$ cat config.mk
export PLATFORM = sky130hd
export DESIGN_NAME = pct_top
export DESIGN_NICKNAME = d
export VERILOG_FILES = /design/src/hw/pct_pkg.sv /design/src/hw/pct_tick.sv /design/src/hw/pct_timer.sv /design/src/hw/pct_top.sv
export SDC_FILE = /design/constraint.sdc
export NUM_CORES = 1
export LEC_CHECK = 0
export ABC_AREA = 1
export ABC_CLOCK_PERIOD_IN_PS = 2800
export BUFFER_PORTS_ARGS = -buffer_cell sky130_fd_sc_hd__buf_2
export CAP_MARGIN = 20
export CORE_ASPECT_RATIO = 2
export CORE_MARGIN = 10
export CORE_UTILIZATION = 40
export CTS_BUF_LIST = sky130_fd_sc_hd__clkbuf_2
export DETAILED_ROUTE_END_ITERATION = 7
export PLACE_DENSITY = 0.55
export REMOVE_ABC_BUFFERS = 1
export SYNTH_ARGS = -nofsm -noshare
export SYNTH_HDL_FRONTEND = slang
export SYNTH_SLANG_ARGS = --single-unit
export TNS_END_PERCENT = 100
$ cat constraint.sdc
create_clock -name clk -period 2.8 [get_ports clk]
set_clock_uncertainty 0.15 [all_clocks]
set_input_delay 0.56 -clock clk [delete_from_list [all_inputs] [get_ports clk]]
set_output_delay 0.56 -clock clk [all_outputs]
set_load 0.05 [all_outputs]
$ cat src/hw/pct_pkg.sv
package pct_pkg;

  // =====================================================================
  // register offsets (byte addresses of the configuration page)
  // =====================================================================
  localparam logic [5:0] OFS_HEADER    = 6'h00;
  localparam logic [5:0] OFS_LENGTH    = 6'h01;
  localparam logic [5:0] OFS_PRECED    = 6'h02;
  localparam logic [5:0] OFS_TMR_EN    = 6'h03;
  localparam logic [5:0] OFS_IDLE1     = 6'h04;
  localparam logic [5:0] OFS_STBY_SHAL = 6'h08;
  localparam logic [5:0] OFS_IDLE2     = 6'h0c;
  localparam logic [5:0] OFS_IDLE3     = 6'h10;
  localparam logic [5:0] OFS_STBY_DEEP = 6'h14;
  localparam logic [5:0] OFS_POLICY    = 6'h27;
  // block-local registers placed in the reserved gap
  localparam logic [5:0] OFS_IRQ_STAT  = 6'h18;
  localparam logic [5:0] OFS_IRQ_EN    = 6'h1c;
  localparam logic [5:0] OFS_IRQ_CLR   = 6'h20;
  localparam logic [5:0] OFS_UNLOADS   = 6'h24;

  // =====================================================================
  // reset values
  // =====================================================================
  localparam logic [7:0]  RST_HEADER = 8'h1a;
  localparam logic [7:0]  RST_LENGTH = 8'h26;
  localparam logic [7:0]  RST_PRECED = 8'h00;
  localparam logic [7:0]  RST_TMR_EN = 8'h06;
  localparam logic [31:0] RST_IDLE1  = 32'h0000_0014;
  localparam logic [31:0] RST_SHAL   = 32'h0000_0000;
  localparam logic [31:0] RST_IDLE2  = 32'h0000_1770;
  localparam logic [31:0] RST_IDLE3  = 32'h0000_0000;
  localparam logic [31:0] RST_DEEP   = 32'h0000_0000;
  localparam logic [7:0]  RST_POLICY = 8'h58;

  // =====================================================================
  // field positions
  // =====================================================================
  localparam int POS_SAVABLE = 7;   // header: savable flag
  localparam int POS_PREC    = 6;   // precedence field bits 7:6
  localparam int POS_DEEP_EN = 0;   // deep standby enable in byte 2
  localparam int POS_IDLE3_EN = 3;  // byte 3 enables
  localparam int POS_IDLE2_EN = 2;
  localparam int POS_IDLE1_EN = 1;
  localparam int POS_SHAL_EN  = 0;
  localparam int POS_REPORT_AFTER_IDLE_EXIT = 6;  // policy byte fields, two bits each
  localparam int POS_CCF_STBY = 4;
  localparam int POS_CCF_STOP = 2;

  // =====================================================================
  // timing counts
  // =====================================================================
  localparam int  CLK_HZ      = 250_000_000;
  localparam int  TICK_MS     = 100;                        // timer unit
  localparam int  TICK_CYC    = CLK_HZ / 1000 * TICK_MS;    // 25,000,000
  localparam logic [31:0] MIN_IDLE1_TICKS = 32'h0000_000a;  // 1 s
  localparam logic [31:0] MIN_OTHER_TICKS = 32'h0000_04b0;  // 2 min
  localparam logic [6:0]  MAX_UNLOADS     = 7'h3c;          // 60 per window
  localparam int  WINDOW_HOURS = 24;
  localparam longint WINDOW_TICKS = longint'(WINDOW_HOURS) * 3600 * 10;

  // =====================================================================
  // encodings and types
  // =====================================================================
  localparam logic [1:0] CCF_OFF = 2'h1;  // do not report
  localparam logic [1:0] CCF_ON  = 2'h2;  // report
  localparam logic [1:0] PREC_BG = 2'h1;  // background first
  localparam logic [1:0] PREC_LP = 2'h2;  // low power first
  localparam int NUM_TMR = 5;

  // timer index order: 0 idle1, 1 idle2, 2 idle3, 3 shallow, 4 deep
  typedef struct packed {
    logic       wr;
    logic       rd;
    logic [5:0] addr;
    logic [31:0] wdata;
  } pct_bus_s;

  typedef struct packed {
    logic report_idle;   // check status after idle exit
    logic report_stby;   // after standby exit
    logic report_stop;   // after stop exit
  } pct_ccf_s;

  typedef enum logic [2:0] {
    PW_ACTIVE = 3'b001,
    PW_LOW    = 3'b010,
    PW_BG     = 3'b100
  } pct_pw_e;

endpackage : pct_pkg

$ cat src/hw/pct_tick.sv
`timescale 1ns/1ps
// =====================================================================
// 100 ms tick prescaler
// =====================================================================
module pct_tick
  import pct_pkg::*;
(
  // clock and reset
  input  wire logic clk,
  input  wire logic arst_n,
  // tick
  output logic      tick
);
  logic [24:0] cnt;  // cycle counter within one unit

  // free-running divide to one pulse per unit
  always_ff @(posedge clk or negedge arst_n) begin
    if (!arst_n) begin
      cnt  <= 25'h0;
      tick <= 1'b0;
    end else if (cnt == 25'(TICK_CYC - 1)) begin
      cnt  <= 25'h0;
      tick <= 1'b1;
    end else begin
      cnt  <= cnt + 25'h1;
      tick <= 1'b0;
    end
  end
endmodule : pct_tick

$ cat src/hw/pct_timer.sv
`timescale 1ns/1ps
// =====================================================================
// one inactivity timer with clamp
// =====================================================================
module pct_timer
  import pct_pkg::*;
(
  // clock and reset
  input  wire logic        clk,
  input  wire logic        arst_n,
  // control
  input  wire logic        enable,
  input  wire logic [31:0] init_val,
  input  wire logic [31:0] min_val,
  input  wire logic        activity,
  input  wire logic        tick,
  // result
  output logic             expire
);
  logic [31:0] remain;     // ticks left
  logic        armed;      // counting toward expiry
  logic [31:0] eff;        // clamped initial value

  // short settings are accepted but raised to the minimum
  assign eff = (init_val < min_val) ? min_val : init_val;

  // reload on activity, count on tick, pulse once at zero
  always_ff @(posedge clk or negedge arst_n) begin
    if (!arst_n) begin
      remain <= 32'h0;
      armed  <= 1'b0;
      expire <= 1'b0;
    end else if (!enable) begin  // disabled timer is ignored
      armed  <= 1'b0;
      expire <= 1'b0;
    end else if (activity || !armed) begin  // reload
      remain <= eff;
      armed  <= 1'b1;
      expire <= 1'b0;
    end else if (tick && remain != 32'h0) begin
      remain <= remain - 32'h1;
      expire <= (remain == 32'h1);
    end else begin
      expire <= 1'b0;
    end
  end
endmodule : pct_timer

$ cat src/hw/pct_top.sv
`timescale 1ns/1ps
// Overview of operation
// - timer runs only while its enable set
// - timer values count 100 ms units
// - first idle below 1 s becomes 1 s
// - other timers below 2 min become 2 min
// - at most 60 timer unloads per 24 h
// - idle report field: 01 off, 10 on
// - standby report field: 01 off, 10 on
// - stopped report field: 01 off, 10 on
// - code 01: background wakes, finishes before transition
// - code 10: stay low, suspend background on expiry
module pct_top
  import pct_pkg::*;
(
  // clock and reset
  input  wire logic        clk,
  input  wire logic        arst_n,
  // register port
  input  wire logic [5:0]  reg_addr,
  input  wire logic [31:0] reg_wdata,
  input  wire logic        reg_wr,
  input  wire logic        reg_rd,
  output logic [31:0]      reg_rdata,
  // unit activity and background
  input  wire logic        host_activity,
  input  wire logic        bg_request,
  input  wire logic        bg_done,
  input  wire logic        power_exit_idle,
  input  wire logic        power_exit_stby,
  input  wire logic        power_exit_stop,
  // power requests
  output logic [4:0]       enter_request,
  output logic             head_unload,
  output logic             bg_run,
  output logic             bg_suspend,
  output logic             check_condition,
  output pct_ccf_s         ccf_policy,
  // interrupt
  output logic             irq
);
  // =====================================================================
  // configuration registers
  // =====================================================================
  logic        savable;       // header savable flag
  logic [7:0]  preced;        // precedence and deep standby enable
  logic [7:0]  tmr_en;        // timer enable byte
  logic [31:0] tval [NUM_TMR];// timer initial values
  logic [7:0]  policy;        // check condition policy byte
  logic [2:0]  irq_stat;      // sticky events
  logic [2:0]  irq_en;        // event enables
  logic        tick;          // 100 ms unit
  logic [4:0]  en_vec;        // per timer enable
  logic [4:0]  expire;        // per timer expiry pulse
  logic [6:0]  unloads;       // timer unloads in window
  logic [31:0] win_cnt;       // ticks into window
  pct_pw_e     pw;            // power state
  logic        unload_ok;     // budget remains
  logic        any_exp;       // some timer expired
  logic [1:0]  prec;          // precedence code
  logic [2:0]  ev;            // events: expiry, unload denied, check
  logic [2:0]  irq_clr;       // write-one clear
  logic [4:0]  pend_exp;      // expiries held back while background runs

  assign prec = preced[POS_PREC +: 2];
  assign en_vec = {preced[POS_DEEP_EN], tmr_en[POS_SHAL_EN], tmr_en[POS_IDLE3_EN],
                   tmr_en[POS_IDLE2_EN], tmr_en[POS_IDLE1_EN]};

  // =====================================================================
  // register writes
  // =====================================================================
  // software-writable bytes; length byte is fixed
  always_ff @(posedge clk or negedge arst_n) begin
    if (!arst_n) begin
      savable <= RST_HEADER[POS_SAVABLE];
      preced  <= RST_PRECED;
      tmr_en  <= RST_TMR_EN;
      tval[0] <= RST_IDLE1;
      tval[1] <= RST_IDLE2;
      tval[2] <= RST_IDLE3;
      tval[3] <= RST_SHAL;
      tval[4] <= RST_DEEP;
      policy  <= RST_POLICY;
      irq_en  <= 3'h0;
    end else if (reg_wr) begin
      unique case (reg_addr)
        OFS_HEADER:    savable <= reg_wdata[POS_SAVABLE];
        // reserved bits of byte 2 read back as zero
        OFS_PRECED:    preced  <= {reg_wdata[7:6], 5'h0, reg_wdata[0]};
        OFS_TMR_EN:    tmr_en  <= {4'h0, reg_wdata[3:0]};
        OFS_IDLE1:     tval[0] <= reg_wdata;
        OFS_IDLE2:     tval[1] <= reg_wdata;
        OFS_IDLE3:     tval[2] <= reg_wdata;
        OFS_STBY_SHAL: tval[3] <= reg_wdata;
        OFS_STBY_DEEP: tval[4] <= reg_wdata;
        OFS_POLICY:    policy  <= {reg_wdata[7:2], 2'h0};
        OFS_IRQ_EN:    irq_en  <= reg_wdata[2:0];
        default:       ;  // unmapped or read-only: ignored
      endcase
    end
  end

  // =====================================================================
  // read port, data one cycle after strobe
  // =====================================================================
  always_ff @(posedge clk or negedge arst_n) begin
    if (!arst_n) begin
      reg_rdata <= 32'h0;
    end else if (reg_rd) begin
      unique case (reg_addr)
        OFS_HEADER:    reg_rdata <= {24'h0, savable, RST_HEADER[6:0]};
        OFS_LENGTH:    reg_rdata <= {24'h0, RST_LENGTH};
        OFS_PRECED:    reg_rdata <= {24'h0, preced};
        OFS_TMR_EN:    reg_rdata <= {24'h0, tmr_en};
        OFS_IDLE1:     reg_rdata <= tval[0];
        OFS_IDLE2:     reg_rdata <= tval[1];
        OFS_IDLE3:     reg_rdata <= tval[2];
        OFS_STBY_SHAL: reg_rdata <= tval[3];
        OFS_STBY_DEEP: reg_rdata <= tval[4];
        OFS_POLICY:    reg_rdata <= {24'h0, policy};
        OFS_IRQ_STAT:  reg_rdata <= {29'h0, irq_stat};
        OFS_IRQ_EN:    reg_rdata <= {29'h0, irq_en};
        OFS_UNLOADS:   reg_rdata <= {25'h0, unloads};
        default:       reg_rdata <= 32'h0;  // unmapped reads zero
      endcase
    end else begin
      reg_rdata <= 32'h0;
    end
  end

  // =====================================================================
  // timers
  // =====================================================================
  pct_tick u_tick (
    .clk    (clk),
    .arst_n (arst_n),
    .tick   (tick)
  );

  // idle1 has the short floor, the other four the long one
  for (genvar i = 0; i < NUM_TMR; i++) begin : g_tmr
    pct_timer u_tmr (
      .clk      (clk),
      .arst_n   (arst_n),
      .enable   (en_vec[i]),
      .init_val (tval[i]),
      .min_val  ((i == 0) ? MIN_IDLE1_TICKS : MIN_OTHER_TICKS),
      .activity (host_activity),
      .tick     (tick),
      .expire   (expire[i])
    );
  end

  assign any_exp = |expire;

  // =====================================================================
  // head unload budget over a fixed day window
  // =====================================================================
  assign unload_ok = (unloads < MAX_UNLOADS);

  // unloads come from idle2, idle3 and both standby timers
  always_ff @(posedge clk or negedge arst_n) begin
    if (!arst_n) begin
      unloads     <= 7'h0;
      win_cnt     <= 32'h0;
      head_unload <= 1'b0;
    end else begin
      head_unload <= 1'b0;
      if (tick && win_cnt == 32'(WINDOW_TICKS - 1)) begin
        win_cnt <= 32'h0;
        unloads <= 7'h0;  // window restarts; fixed windows, not sliding
      end else begin
        if (tick) begin
          win_cnt <= win_cnt + 32'h1;
        end
        if ((|expire[4:1]) && unload_ok && pw != PW_BG) begin
          unloads     <= unloads + 7'h1;
          head_unload <= 1'b1;
        end
      end
    end
  end

  // =====================================================================
  // power state and background precedence
  // =====================================================================
  // except under code 10, expiries during background work wait for it to finish
  // a single expire pulse would otherwise be lost in the busy state
  always_ff @(posedge clk or negedge arst_n) begin
    if (!arst_n) begin
      pend_exp <= 5'h0;
    end else if (pw != PW_BG || host_activity) begin
      pend_exp <= 5'h0;  // activity reloads timers, nothing owed
    end else begin
      pend_exp <= pend_exp | expire;
    end
  end

  always_ff @(posedge clk or negedge arst_n) begin
    if (!arst_n) begin
      pw            <= PW_ACTIVE;
      enter_request <= 5'h0;
      bg_run        <= 1'b0;
      bg_suspend    <= 1'b0;
    end else begin
      bg_suspend    <= 1'b0;
      enter_request <= 5'h0;
      unique case (pw)
        PW_ACTIVE: begin
          if (bg_request) begin
            pw     <= PW_BG;
            bg_run <= 1'b1;
          end else if (any_exp) begin
            pw            <= PW_LOW;
            enter_request <= expire;
          end
        end
        PW_LOW: begin
          if (host_activity) begin
            pw <= PW_ACTIVE;
          end else if (bg_request && prec != PREC_LP) begin
            pw     <= PW_BG;  // wake for background
            bg_run <= 1'b1;
          end else if (any_exp) begin
            enter_request <= expire;  // deeper condition
          end
          // code 10: stays low regardless of background
        end
        PW_BG: begin
          if (any_exp && prec == PREC_LP) begin
            bg_suspend    <= 1'b1;
            bg_run        <= 1'b0;
            pw            <= PW_LOW;
            enter_request <= expire;
          end else if (bg_done) begin
            // all work done before any transition
            bg_run <= 1'b0;
            if ((pend_exp | expire) != 5'h0) begin
              pw            <= PW_LOW;  // held expiry taken now
              enter_request <= pend_exp | expire;
            end else begin
              pw <= PW_ACTIVE;
            end
          end
        end
        default: pw <= PW_ACTIVE;
      endcase
    end
  end

  // =====================================================================
  // check condition reporting
  // =====================================================================
  assign ccf_policy.report_idle = (policy[POS_REPORT_AFTER_IDLE_EXIT +: 2] == CCF_ON);
  assign ccf_policy.report_stby = (policy[POS_CCF_STBY +: 2] == CCF_ON);
  assign ccf_policy.report_stop = (policy[POS_CCF_STOP +: 2] == CCF_ON);

  // one pulse when a reportable exit happens; 00 and 11 never report
  always_ff @(posedge clk or negedge arst_n) begin
    if (!arst_n) begin
      check_condition <= 1'b0;
    end else begin
      check_condition <= (power_exit_idle && ccf_policy.report_idle)
                       | (power_exit_stby && ccf_policy.report_stby)
                       | (power_exit_stop && ccf_policy.report_stop);
    end
  end

  // =====================================================================
  // interrupts: sticky status, set beats clear
  // =====================================================================
  assign ev      = {check_condition, (|expire[4:1]) & ~unload_ok, any_exp};
  assign irq_clr = (reg_wr && reg_addr == OFS_IRQ_CLR) ? reg_wdata[2:0] : 3'h0;

  always_ff @(posedge clk or negedge arst_n) begin
    if (!arst_n) begin
      irq_stat <= 3'h0;
    end else begin
      irq_stat <= (irq_stat & ~irq_clr) | ev;
    end
  end

  assign irq = |(irq_stat & irq_en);
endmodule : pct_top

After elaboration in Yosys (flattened, before gate mapping)

Index checks and enable logic that the tools add are counted.

Register bits: 464
Bits of input ports: 48
Output and inout port bits: 45

Add/sub/neg operators: 8
Order comparisons: 6
Eq/ne operators: 40
Multiplexer cells: 76
Bitwise logic cells: 9
Reduce and logical (&&, ||, !) cells: 60

Operators by type and width:

| operator                                               | count |
|---|---|
| 2-to-1 mux 32 bit                                      | 18 |
| one-hot mux 32 bit (13 select lines)                   | 1 |
| equality test 32 x 1 -> 1 bit (second input constant)  | 5 |
| nonzero test 32 bit                                    | 5 |
| subtractor 32 x 1 -> 32 bit (second input constant)    | 5 |
| < comparator 32 x 11 -> 1 bit (second input constant)  | 4 |
| 2-to-1 mux 5 bit                                       | 8 |
| 2-to-1 mux 1 bit                                       | 35 |
| adder 32 x 1 -> 32 bit (second input constant)         | 1 |
| equality test 32 x 20 -> 1 bit (second input constant) | 1 |
| < comparator 32 x 4 -> 1 bit (second input constant)   | 1 |
| AND reduction 2 bit                                    | 15 |
| adder 25 x 1 -> 25 bit (second input constant)         | 1 |
| equality test 25 bit (second input constant)           | 1 |
| 2-to-1 mux 25 bit                                      | 1 |
| equality test 6 x 5 -> 1 bit (second input constant)   | 4 |
| 2-to-1 mux 3 bit                                       | 7 |
| equality test 6 bit (second input constant)            | 3 |
| one-hot mux 5 bit (3 select lines)                     | 1 |
| logical AND 1 bit                                      | 14 |
| 2-to-1 mux 7 bit                                       | 2 |
| nonzero test 2 bit                                     | 7 |
| equality test 6 x 2 -> 1 bit (second input constant)   | 2 |
| equality test 6 x 4 -> 1 bit (second input constant)   | 2 |
| 31 further kinds                                       | 55 |

Logic depth before layout (Yosys ltp)

Gate-level depths: netlist of run 1.

Depth in word-level cells: 6
Depth in mapped cells: 12
Mapped depth without buffers: 12

Cells and area by module

From an unflattened synthesis of run 1, not the netlist that was laid out.

Cell total of the unflattened synthesis: 4727
Area, all modules: 32150.8 um^2

Modules (own cells, without submodules):

| module    | instances | cells an instance | area each (um^2) | sequential area each (um^2) |
|---|---|---|---|---|
| pct_timer | 5         | 596               | 3631.0           | 850.8 |
| pct_top   | 1         | 1532              | 12391.9          | 6725.2 |
| pct_tick  | 1         | 215               | 1604.0           | 650.6 |

Worst setup path after synthesis of run 1

Ideal clock, no wire load.

Path type: register to register
Start point: register g_tmr[2].u_tmr.remain[0]
End point: register g_tmr[2].u_tmr.remain[28]
Arrival time: 1.690 ns
Path slack: 0.843 ns
Stages on the path, launching flop included: 13
Path buffers: 1
Path through: dfrtp_1 -> inv_1 -> ha_1 -> nand2_1 -> nor2_2 -> nand2_2 -> o21ai_2 -> nand2_1 -> nand2_2 -> inv_2 -> buf_6 -> nand2_1 -> nand2_1

Longest elaborated chain between the ends: 4
Elaborated cells between the ends (all ways): 7

Ends and longest elaborated chain:

| element                                                             | RTL line        | RTL |
|---|---|---|
| start: declaration                                                  | pct_timer.sv:20 | `logic [31:0] remain;` |
| start signal: assignment                                            | pct_timer.sv:41 | `remain <= remain - 32'h1;` |
| branches (longest 4 deep; another with subtractor 32 x 1 -> 32 bit) | n/a             |  |

Parallel ways; which one is timed is not known. The select of a mux whose other input is x is not followed.
A chain may end at the register's enable or synchronous reset.

==> results of run 1 <==
==> sequential cells by signal, indices dropped and copies added (netlist names) <==
name                cells
g_tmr.u_tmr.remain    160
tval                  160
reg_rdata              32
win_cnt                32
u_tick.cnt             25
unloads                 7
policy                  6
enter_request           5
g_tmr.u_tmr.armed       5
g_tmr.u_tmr.expire      5
pend_exp                5
tmr_en                  4
irq_en                  3
irq_stat                3
preced                  3
pw                      3
bg_run                  1
bg_suspend              1
check_condition         1
head_unload             1
savable                 1
u_tick.tick             1
==> power breakdown <==
group	switching (W)	internal [W]
combinational	0.00804	0.00369
clock	0.00308	0.00170
sequential	0.00168	0.00789
total	0.0128	0.0133
==> how the worst min path moves through the flow <==
| stage | end | startpoint | slack, ps |
|---|---|---|---|
| 2_1_floorplan | bg_run | arst_n | 110 |
| 4_1_cts | savable | reg_wr | 4 |
| 5_1_grt | tval[72] | reg_wdata[8] | 130 |
| 3_5_place_dp | bg_run | bg_run | 310 |
| 3_3_place_gp | bg_run | bg_run | 310 |
| 6_report | reg_rdata[4] | reg_rd | 200 |
==> metrics by stage <==
step	hold slack, ps	std cells	TNS, ps	area (um^2)	utilization
after floorplan	114	3768	-40970	26000	-
after global placement	312	4828	0	28400	0.431
after detailed placement	308	4828	0	28400	0.431
after CTS	3.87	5154	-1620	30900	0.468
after global routing	126	5160	-608	30900	0.469
final	195	5162	-137	30900	0.469
==> worst register-to-register path, cell delays in order (launching register included) <==
cell and delay (ps):
sky130_fd_sc_hd__dfrtp_1 410, sky130_fd_sc_hd__or2_2 290, sky130_fd_sc_hd__nor3_1 610, sky130_fd_sc_hd__nand3_1 500
sky130_fd_sc_hd__nand3_1 330, sky130_fd_sc_hd__nand2_1 90, sky130_fd_sc_hd__nand2_1 70, sky130_fd_sc_hd__nand2_1 50
==> final cells by class <==
type | instances | area (um^2) | share of cell area
Clock inverter | 39 | 194 | 0.00628
Multi-Input combinational cell | 2957 | 13100 | 0.425
Inverter | 347 | 1310 | 0.0424
Clock buffer | 166 | 831 | 0.0269
Tap cell | 877 | 1100 | 0.0355
Timing Repair Buffer | 305 | 2700 | 0.0874
Sequential cell | 464 | 11600 | 0.376
Antenna cell | 7 | 17.5 | 0.000567
==> metal layers <==
metal,global-route usage,vias to the layer above,wire [um],share of wire
met5,0,-,0,0
met4,0.200,0,7940,0.076
met3,0.0400,297,4170,0.040
met2,0.506,748,56100,0.54
met1,0.255,12600,35600,0.34
li1,-,13000,-,-
==> synthesized netlist by cell type (all sizes together) <==
cell,number,area share
a21oi,66,0.012
o221ai,2,0.00066
inv,346,0.049
o21a,1,0.00028
nand4,50,0.012
nor2,552,0.081
and2,1,0.00024
or3,1,0.00024
a41oi,6,0.0020
o211ai,2,0.00056
nand3,214,0.040
nor3,59,0.011
o21ai,284,0.054
o211a,1,0.00038
o21bai,25,0.0070
nor2b,1,0.00024
nor3b,3,0.00085
a31oi,13,0.0031
a211oi,9,0.0025
or2,18,0.0042
nand2,1513,0.22
a21o,2,0.00056
o22ai,16,0.0038
nor4,6,0.0016
buf,41,0.013
clkbuf,74,0.010
clkinv,1,0.00014
nand3b,10,0.0028
a21boi,4,0.0011
ha,13,0.0061
o2bb2ai,1,0.00033
dfrtp,449,0.42
and3,5,0.0012
xnor2,16,0.0053
a22oi,30,0.0085
xor2,32,0.011
dfstp,15,0.015
o2111ai,1,0.00033
==> placed cells by master, fill, tap and decap left out, drive strengths merged, types with 9 or more instances in the layout <==
master          n
dlygate4sd3   114
buf           191
or2            18
inv           348
clkbuf        166
a21oi          66
o21ai         284
nand3         214
xnor2          16
nand3b         10
nor2          552
dfrtp         449
o22ai          16
nand2        1513
ha             13
a31oi          13
xor2           32
a22oi          30
nand4          50
dfstp          15
nor3           59
a211oi          9
clkinv         37
o21bai         25
==> repair_timing <==
item | in CTS | in global routing
buffers inserted | 4 | 3
setup endpoints to repair | 37 | 11
cloned | 0 | 0
hold endpoints to repair | 808 | 28
pin swaps | 3 | 2
resized for setup | 77 | 5
hold buffers | 117 | 1
==> kinds of logic after synthesis <==
family                   count (synthesis)  share of synthesized area
AO/OA/AOI/OAI                          463                     0.0973
AND/OR/NAND/NOR                       2433                      0.372
XOR/XNOR                                48                     0.0158
flip-flops                             464                      0.437
adder cells (fa/ha/maj)                 13                    0.00611
buffers and inverters                  462                     0.0723
==> results.md, run 1 <==
- Counting every sink on the clock net gives between 400 and 500.
- Counting instances, the worst hold path has a depth of 5.
- The setup path with the least slack is of type register to primary output.
- The proportion of synthesized chip area in sequential cells is 0.437.
- The tightest min-delay check is of the primary input to register type.
- The CTS tree is built.
- In this run the standard cell core region covers between 60000 and 70000 um^2.
- OpenSTA, run right after detailed placement, puts the worst setup slack at 192 ps.
- The peak fanout along the critical path is 2.
- The final count of hold timing violations is 0.
- The die covers between 70000 and 80000 um^2.
- The floorplan die width is 202 um.
- The checks that failed: setup timing.
- Traced cell by cell, the critical path runs through inv_2 -> nor2_4 -> buf_8.
- The critical path capture point type is a primary output.
- After detailed routing, the average wire length per cell comes to 20.1 um.
- The clock tree buffer depth is 3.
- The clock tree synthesis step divided the H-tree into 3 levels.
- At the end of routability-driven placement, the weighted congestion stood at 1.01.
- The worst relative slew slack is 0.499.
- The run finished, with violations left.
- The post-route total power is 0.0261 W.
- In this run the remaining antenna-violating nets after routing total 0.
- For this run, the post-layout net count is between 4000 and 5000.
- The total overflow left after global routing is 0.
- The first global-routing pass estimated 160000 um of wire.
- In this run the clock root is driven by a sky130_fd_sc_hd__clkbuf_2.
- The sum of net half-perimeters after detailed placement is about 80000 um.
- Synthesis handed over a netlist of approximately 3900 instances.
- The pin count of the biggest net entering global routing is 65.
- The number of max-slew violations in the final report is 0.
- The number of design-rule violations left by the first detailed-router iteration is 1774.
- The number of antenna violations at the first check in global routing was 3.
- Data on the critical path arrives at its endpoint at 2180 ps.
- The number of global-route vias before repair was 27400.
- The number of placement rows is 133.
- The worst setup path endpoint is ccf_policy[0].
- The number of failing setup endpoints in the final timing report is 2.
- The clock latency reported for the late side of the worst-skew pair is 1380 ps.
- Setup repair after global routing could not meet its margin everywhere.
- The master of the slowest instance on the critical path is sky130_fd_sc_hd__dfstp_2.
- The number of ports placed on the die boundary is 93.
- After detailed routing, the total wire length is 104000 um.
- Counting the buffers created by CTS gives 113.
- The number of vias after detailed routing is 26700.
- The highest attainable clock frequency is 346 MHz.
- The area of the mapped netlist is roughly 27000 um^2.
- The final clock period utilization by the worst path is 1.03.
- The post-layout worst setup margin is -90.1 ps.
- The sum of buffers and inverters on the critical path is 2.
- The count of unique library cells instantiated by Yosys is 54.
- Synthesis inferred 464 register bits.
- For this design the ratio of total power to cell area is about 840 nW/um^2.
- The worst ir drop on vdd is 404 uV.
- The number of search-and-repair iterations in the first detailed-routing pass is 6.
- Max-cap violations in this run came to 0.
- The setup check on the worst reg-to-reg path leaves a slack of 90 ps.
- The critical path startpoint is policy[3].
- The worst register-to-register path begins at tval[88].
- Compared with the post-synthesis result, the final layout area differs by 16.1%.
- In the final layout, the share of cells above drive strength 1 is 0.108.
- The required time of the worst setup path is 2090 ps.
- The effective utilization at floorplan is 0.404.
- Measured along the y axis, the die boundary spans around 380 um.
- The synthesized area per cell is 6.86 um^2.
- The depth of the worst register-to-register path is 7.
- The delay of the slowest cell on the worst path is 560 ps.
- The endpoint of the worst register-to-register path is g_tmr[2].u_tmr.remain[9].
- The global-route total usage across every layer is 0.267.
- Counting the fill cells in the layout gives 7054.
- The routed design could run at a clock period as short as 2890 ps.
- After clock tree synthesis, the clock-pin slew on the worst setup and hold paths is around 140 ps.
- Input and output buffers added on the ports amount to 92.
- For the pin with the worst max-slew slack, the measured transition is approximately 740 ps.
- The standby leakage power is approximately 16 nW.
- The cell depth of the worst setup path is 3.
- The number of warnings issued by yosys is 0.
- For this run, design rule violations remaining after detail routing come to 0.
- The nature of the critical path startpoint is a register.
- In the routed layout, each cell is associated on average with a via count of 5.17.
- Among cell families on the critical path, the largest total delay comes from flip-flops.
No activity file was read; power rests on OpenSTA's default activity.
==> inputs of run 2 (changes only) <==
Settings changed: ABC_CLOCK_PERIOD_IN_PS 2800 to 3400.
Clock period 2.8 ns to 3.4 ns, I/O delays scaled along.
==> run 2 against run 1 <==
The run now ends clean. Sequential power shrank 17%. Clock power shrank 21%. Combinational power shrank 20%. Non-clock buffer count shrank 64. Register-to-register slack gained 590 ps. Flip-flop and latch count is the same. Utilization shrank 1.2 points. Largest cell class unchanged. Cell area shrank 2.7%. Critical path depth grew 14. Die area is the same.
==> results.md, run 2 (synthesis results as in run 1) <==
- The number of placement rows was 133 (unchanged).
- The pin count of the biggest net entering global routing is 65 (unchanged).
- The count of port buffers added during placement was 92 (unchanged).
- Largest regs: g_tmr.u_tmr.remain (160), tval (160) (unchanged).
- The reg2reg setup slack is 680 ps (was 90 ps).
- The worst ir drop on vdd came to 269 uV (was 404 uV).
- The power density of the placed cells is 702 nW/um^2 (was 844 nW/um^2).
- Outcome: completed (was complete, but fails checks).
- The sum of net half-perimeters after detailed placement is 77600 um (was 78500 um).
- The net count of the finished layout is 4184 (was 4249).
- The standby leakage power is 15.6 nW (was 16.0 nW).
- The DRC violations left is 0 (unchanged).
- The data arrival time at the worst-slack endpoint was 4390 ps (was 2180 ps).
- The area growth from synthesis to layout came to 13.0% (was 16.1%).
- The number of design-rule violations left by the first detailed-router iteration came to 1595 (was 1774).
- The number of ports placed on the die boundary was 93 (unchanged).
- The detailed-route wire length is 104000 um (about the same).
- Of the available clock period, the critical path in the final layout requires 0.979.
- The residual overflow from global routing is 0 (unchanged).
- The filler cell count was 7148 (was 7054).
- The required time of the worst setup path is 4460 ps (was 2090 ps).
- The number of vias after detailed routing is 26500 (was 26700).
- RSZ-0062 raised after global routing: no (was yes).
- The actual transition at the worst max-transition pin was 937 ps (was 745 ps).
- The routed wire length per instance is 20.4 um (was 20.1 um).
- The final design instance area without fill came to 30100 um^2 (was 30900 um^2).
- The worst setup slack after placement is 486 ps (was 192 ps).
- The global-route track usage on met2 is 0.502 (was 0.506).
- The via density per instance is 5.20 (was 5.17).
- The floorplan core area is 65900 um^2 (unchanged).
- The met1 usage in global routing came to 0.257 (was 0.255).
- The critical path capture point type is a register (was primary output).
- The max-cap violation count is 0 (unchanged).
- The vertical die dimension is 385 um (unchanged).
- The count of antenna-violating nets left after detailed routing came to 0 (unchanged).
- The CTS tree was built (unchanged).
- The number of antenna violations at the first check in global routing is 4 (was 3).
- The CTS clock-pin slew for the worst setup and hold paths is 100 ps (was 140 ps).
- The number of sinks handled by clock tree synthesis is 464 (unchanged).
- The number of failing setup endpoints in the final timing report is 0 (was 2).
- The floorplan die width is 202 um (unchanged).
- The maximum level of the CTS H-tree is 3 (unchanged).
- The worst relative slew slack came to 0.370 (was 0.499).
- The fraction of final layout cells with drive strength greater than 1 came to 0.0962 (was 0.108).
- The post-layout worst setup margin came to 71.0 ps (was -90.1 ps).
- The number of global-route vias before repair is 27100 (was 27400).
- The total CTS buffers came to 112 (was 113).
- Static timing analysis puts the maximum clock frequency at about 300 MHz.
- The most common cell after layout, fill and taps aside was sky130_fd_sc_hd__nand2_1 (unchanged).
- The first-pass GRT wire length is 158000 um (was 160000 um).
- The class of the worst hold path is primary input to register (unchanged).
- The final count of hold timing violations came to 0 (unchanged).
- Leading cell types in the layout, fill and taps excluded: sky130_fd_sc_hd__nand2_1 (1494), sky130_fd_sc_hd__nor2_1 (530), sky130_fd_sc_hd__dfrtp_1 (449) (was sky130_fd_sc_hd__nand2_1 (1493), sky130_fd_sc_hd__nor2_1 (527), sky130_fd_sc_hd__dfrtp_1 (448)).
- The routability congestion estimate from global placement is 0.973 (was 1.01).
- The clock tree root buffer cell is sky130_fd_sc_hd__clkbuf_2 (unchanged).
- The met3 usage is 0.0425 (was 0.0400).
- The number of buffers inserted by post-CTS setup repair is 0 (was 4).
- The peak fanout along the critical path is 27 (was 2).
- Counting I/O delays and the setup requirement, the final critical path takes 3330 ps.
- The most heavily used metal layer in global routing is met2 (unchanged).
- The number of search-and-repair iterations in the first detailed-routing pass is 5 (was 6).
- The die footprint came to 77900 um^2 (unchanged).
- The clock latency reported for the late side of the worst-skew pair is 1340 ps (was 1380 ps).
- The standard cell area after detailed placement was 28100 um^2 (was 28400 um^2).
- The effective utilization at floorplan came to 0.404 (unchanged).
- The nature of the critical path startpoint is a primary input (was register).
- The clock tree buffer depth is 3 (unchanged).
- The startpoint-to-endpoint class of the critical path is primary input to register (was register to primary output).
- The global-route total usage across every layer is 0.267 (about the same).
- The number of max-slew violations in the final report was 0 (unchanged).
==> run 2: cell types whose count changed in the layout (fill, tap and decap cells not counted), moves of 3 or more <==
| cell | change |
|---|---|
| sky130_fd_sc_hd__dlygate4sd3_1 | -18 |
| sky130_fd_sc_hd__buf_4 | -54 |
| sky130_fd_sc_hd__buf_2 | +36 |
| sky130_fd_sc_hd__inv_1 | +5 |
| sky130_fd_sc_hd__inv_2 | -5 |
| sky130_fd_sc_hd__nor2_1 | +3 |
| sky130_fd_sc_hd__buf_6 | -24 |
| sky130_fd_sc_hd__clkbuf_2 | -3 |
| sky130_fd_sc_hd__nor2_4 | -3 |
==> run 2: through the flow <==
stage / total power [W] / util / instances / hold slack, ps / setup TNS [ps]
detailed placement: 0.0172 / 0.426 / 4789 / 310 / 0
global route: 0.0229 / 0.457 / 5093 / 116 / 0
CTS: 0.0212 / 0.456 / 5089 / 3.49 / 0
floorplan: 0.0140 / - / 3768 / 234 / -9040
global placement: 0.0171 / 0.426 / 4789 / 302 / 0
finish: 0.0211 / 0.457 / 5094 / 185 / 0
==> run 2: per-layer routing <==
layer | vias up | routed length, um
met4 | 0 | 8180
met1 | 12500 | 35600
met3 | 337 | 4670
met2 | 811 | 55400
li1 | 12900 | -
met5 | - | 0
==> run 2: where the power goes <==
part           internal (W)  switching [W]
clock network       0.00131        0.00250
registers           0.00650        0.00145
logic               0.00287        0.00649
total                0.0107         0.0104
==> run 2: worst paths after layout <==
kind                       cells after the start                         to                startpoint
setup / recovery                              17               reg_rdata[0]               reg_addr[3]
hold / removal                                 4                   tval[42]             reg_wdata[10]
setup reg to reg                              11  g_tmr[1].u_tmr.remain[31]  g_tmr[1].u_tmr.remain[0]
hold reg to reg                                2                irq_stat[2]           check_condition
max in group asynchronous                      4                  policy[6]                    arst_n
min in group asynchronous                      3                  tval[108]                    arst_n
==> run 2: worst max-delay path: stages <==
cell and delay [ps]:
sky130_fd_sc_hd__dlygate4sd3_1 550, sky130_fd_sc_hd__buf_2 150, sky130_fd_sc_hd__inv_1 50, sky130_fd_sc_hd__nand2_1 40, sky130_fd_sc_hd__dlygate4sd3_1 600, sky130_fd_sc_hd__inv_1 100, sky130_fd_sc_hd__nand2_1 90, sky130_fd_sc_hd__nor2_4 80
sky130_fd_sc_hd__dlygate4sd3_1 590, sky130_fd_sc_hd__buf_4 370, sky130_fd_sc_hd__nand2_1 120, sky130_fd_sc_hd__nand2_1 140, sky130_fd_sc_hd__nor2_1 70, sky130_fd_sc_hd__nand3_1 90, sky130_fd_sc_hd__dlygate4sd3_1 560, sky130_fd_sc_hd__nand2_1 50
sky130_fd_sc_hd__inv_1 50
==> run 2: area by class of cell <==
class | instances | area (um^2) | area share
antenna | 6 | 15.0 | 0.000499
multi-input combinational | 2957 | 13100 | 0.435
sequential | 464 | 11600 | 0.387
inverter | 347 | 1310 | 0.0435
clock inverter | 39 | 175 | 0.00582
timing repair buffer | 241 | 1960 | 0.0650
clock buffer | 163 | 816 | 0.0271
tap | 877 | 1100 | 0.0365
==> run 2: timing repair <==
action,CTS,global route
gates resized for setup,3,0
endpoints found under the setup margin,1,1
endpoints found under the hold margin,725,0
hold buffers,98,0
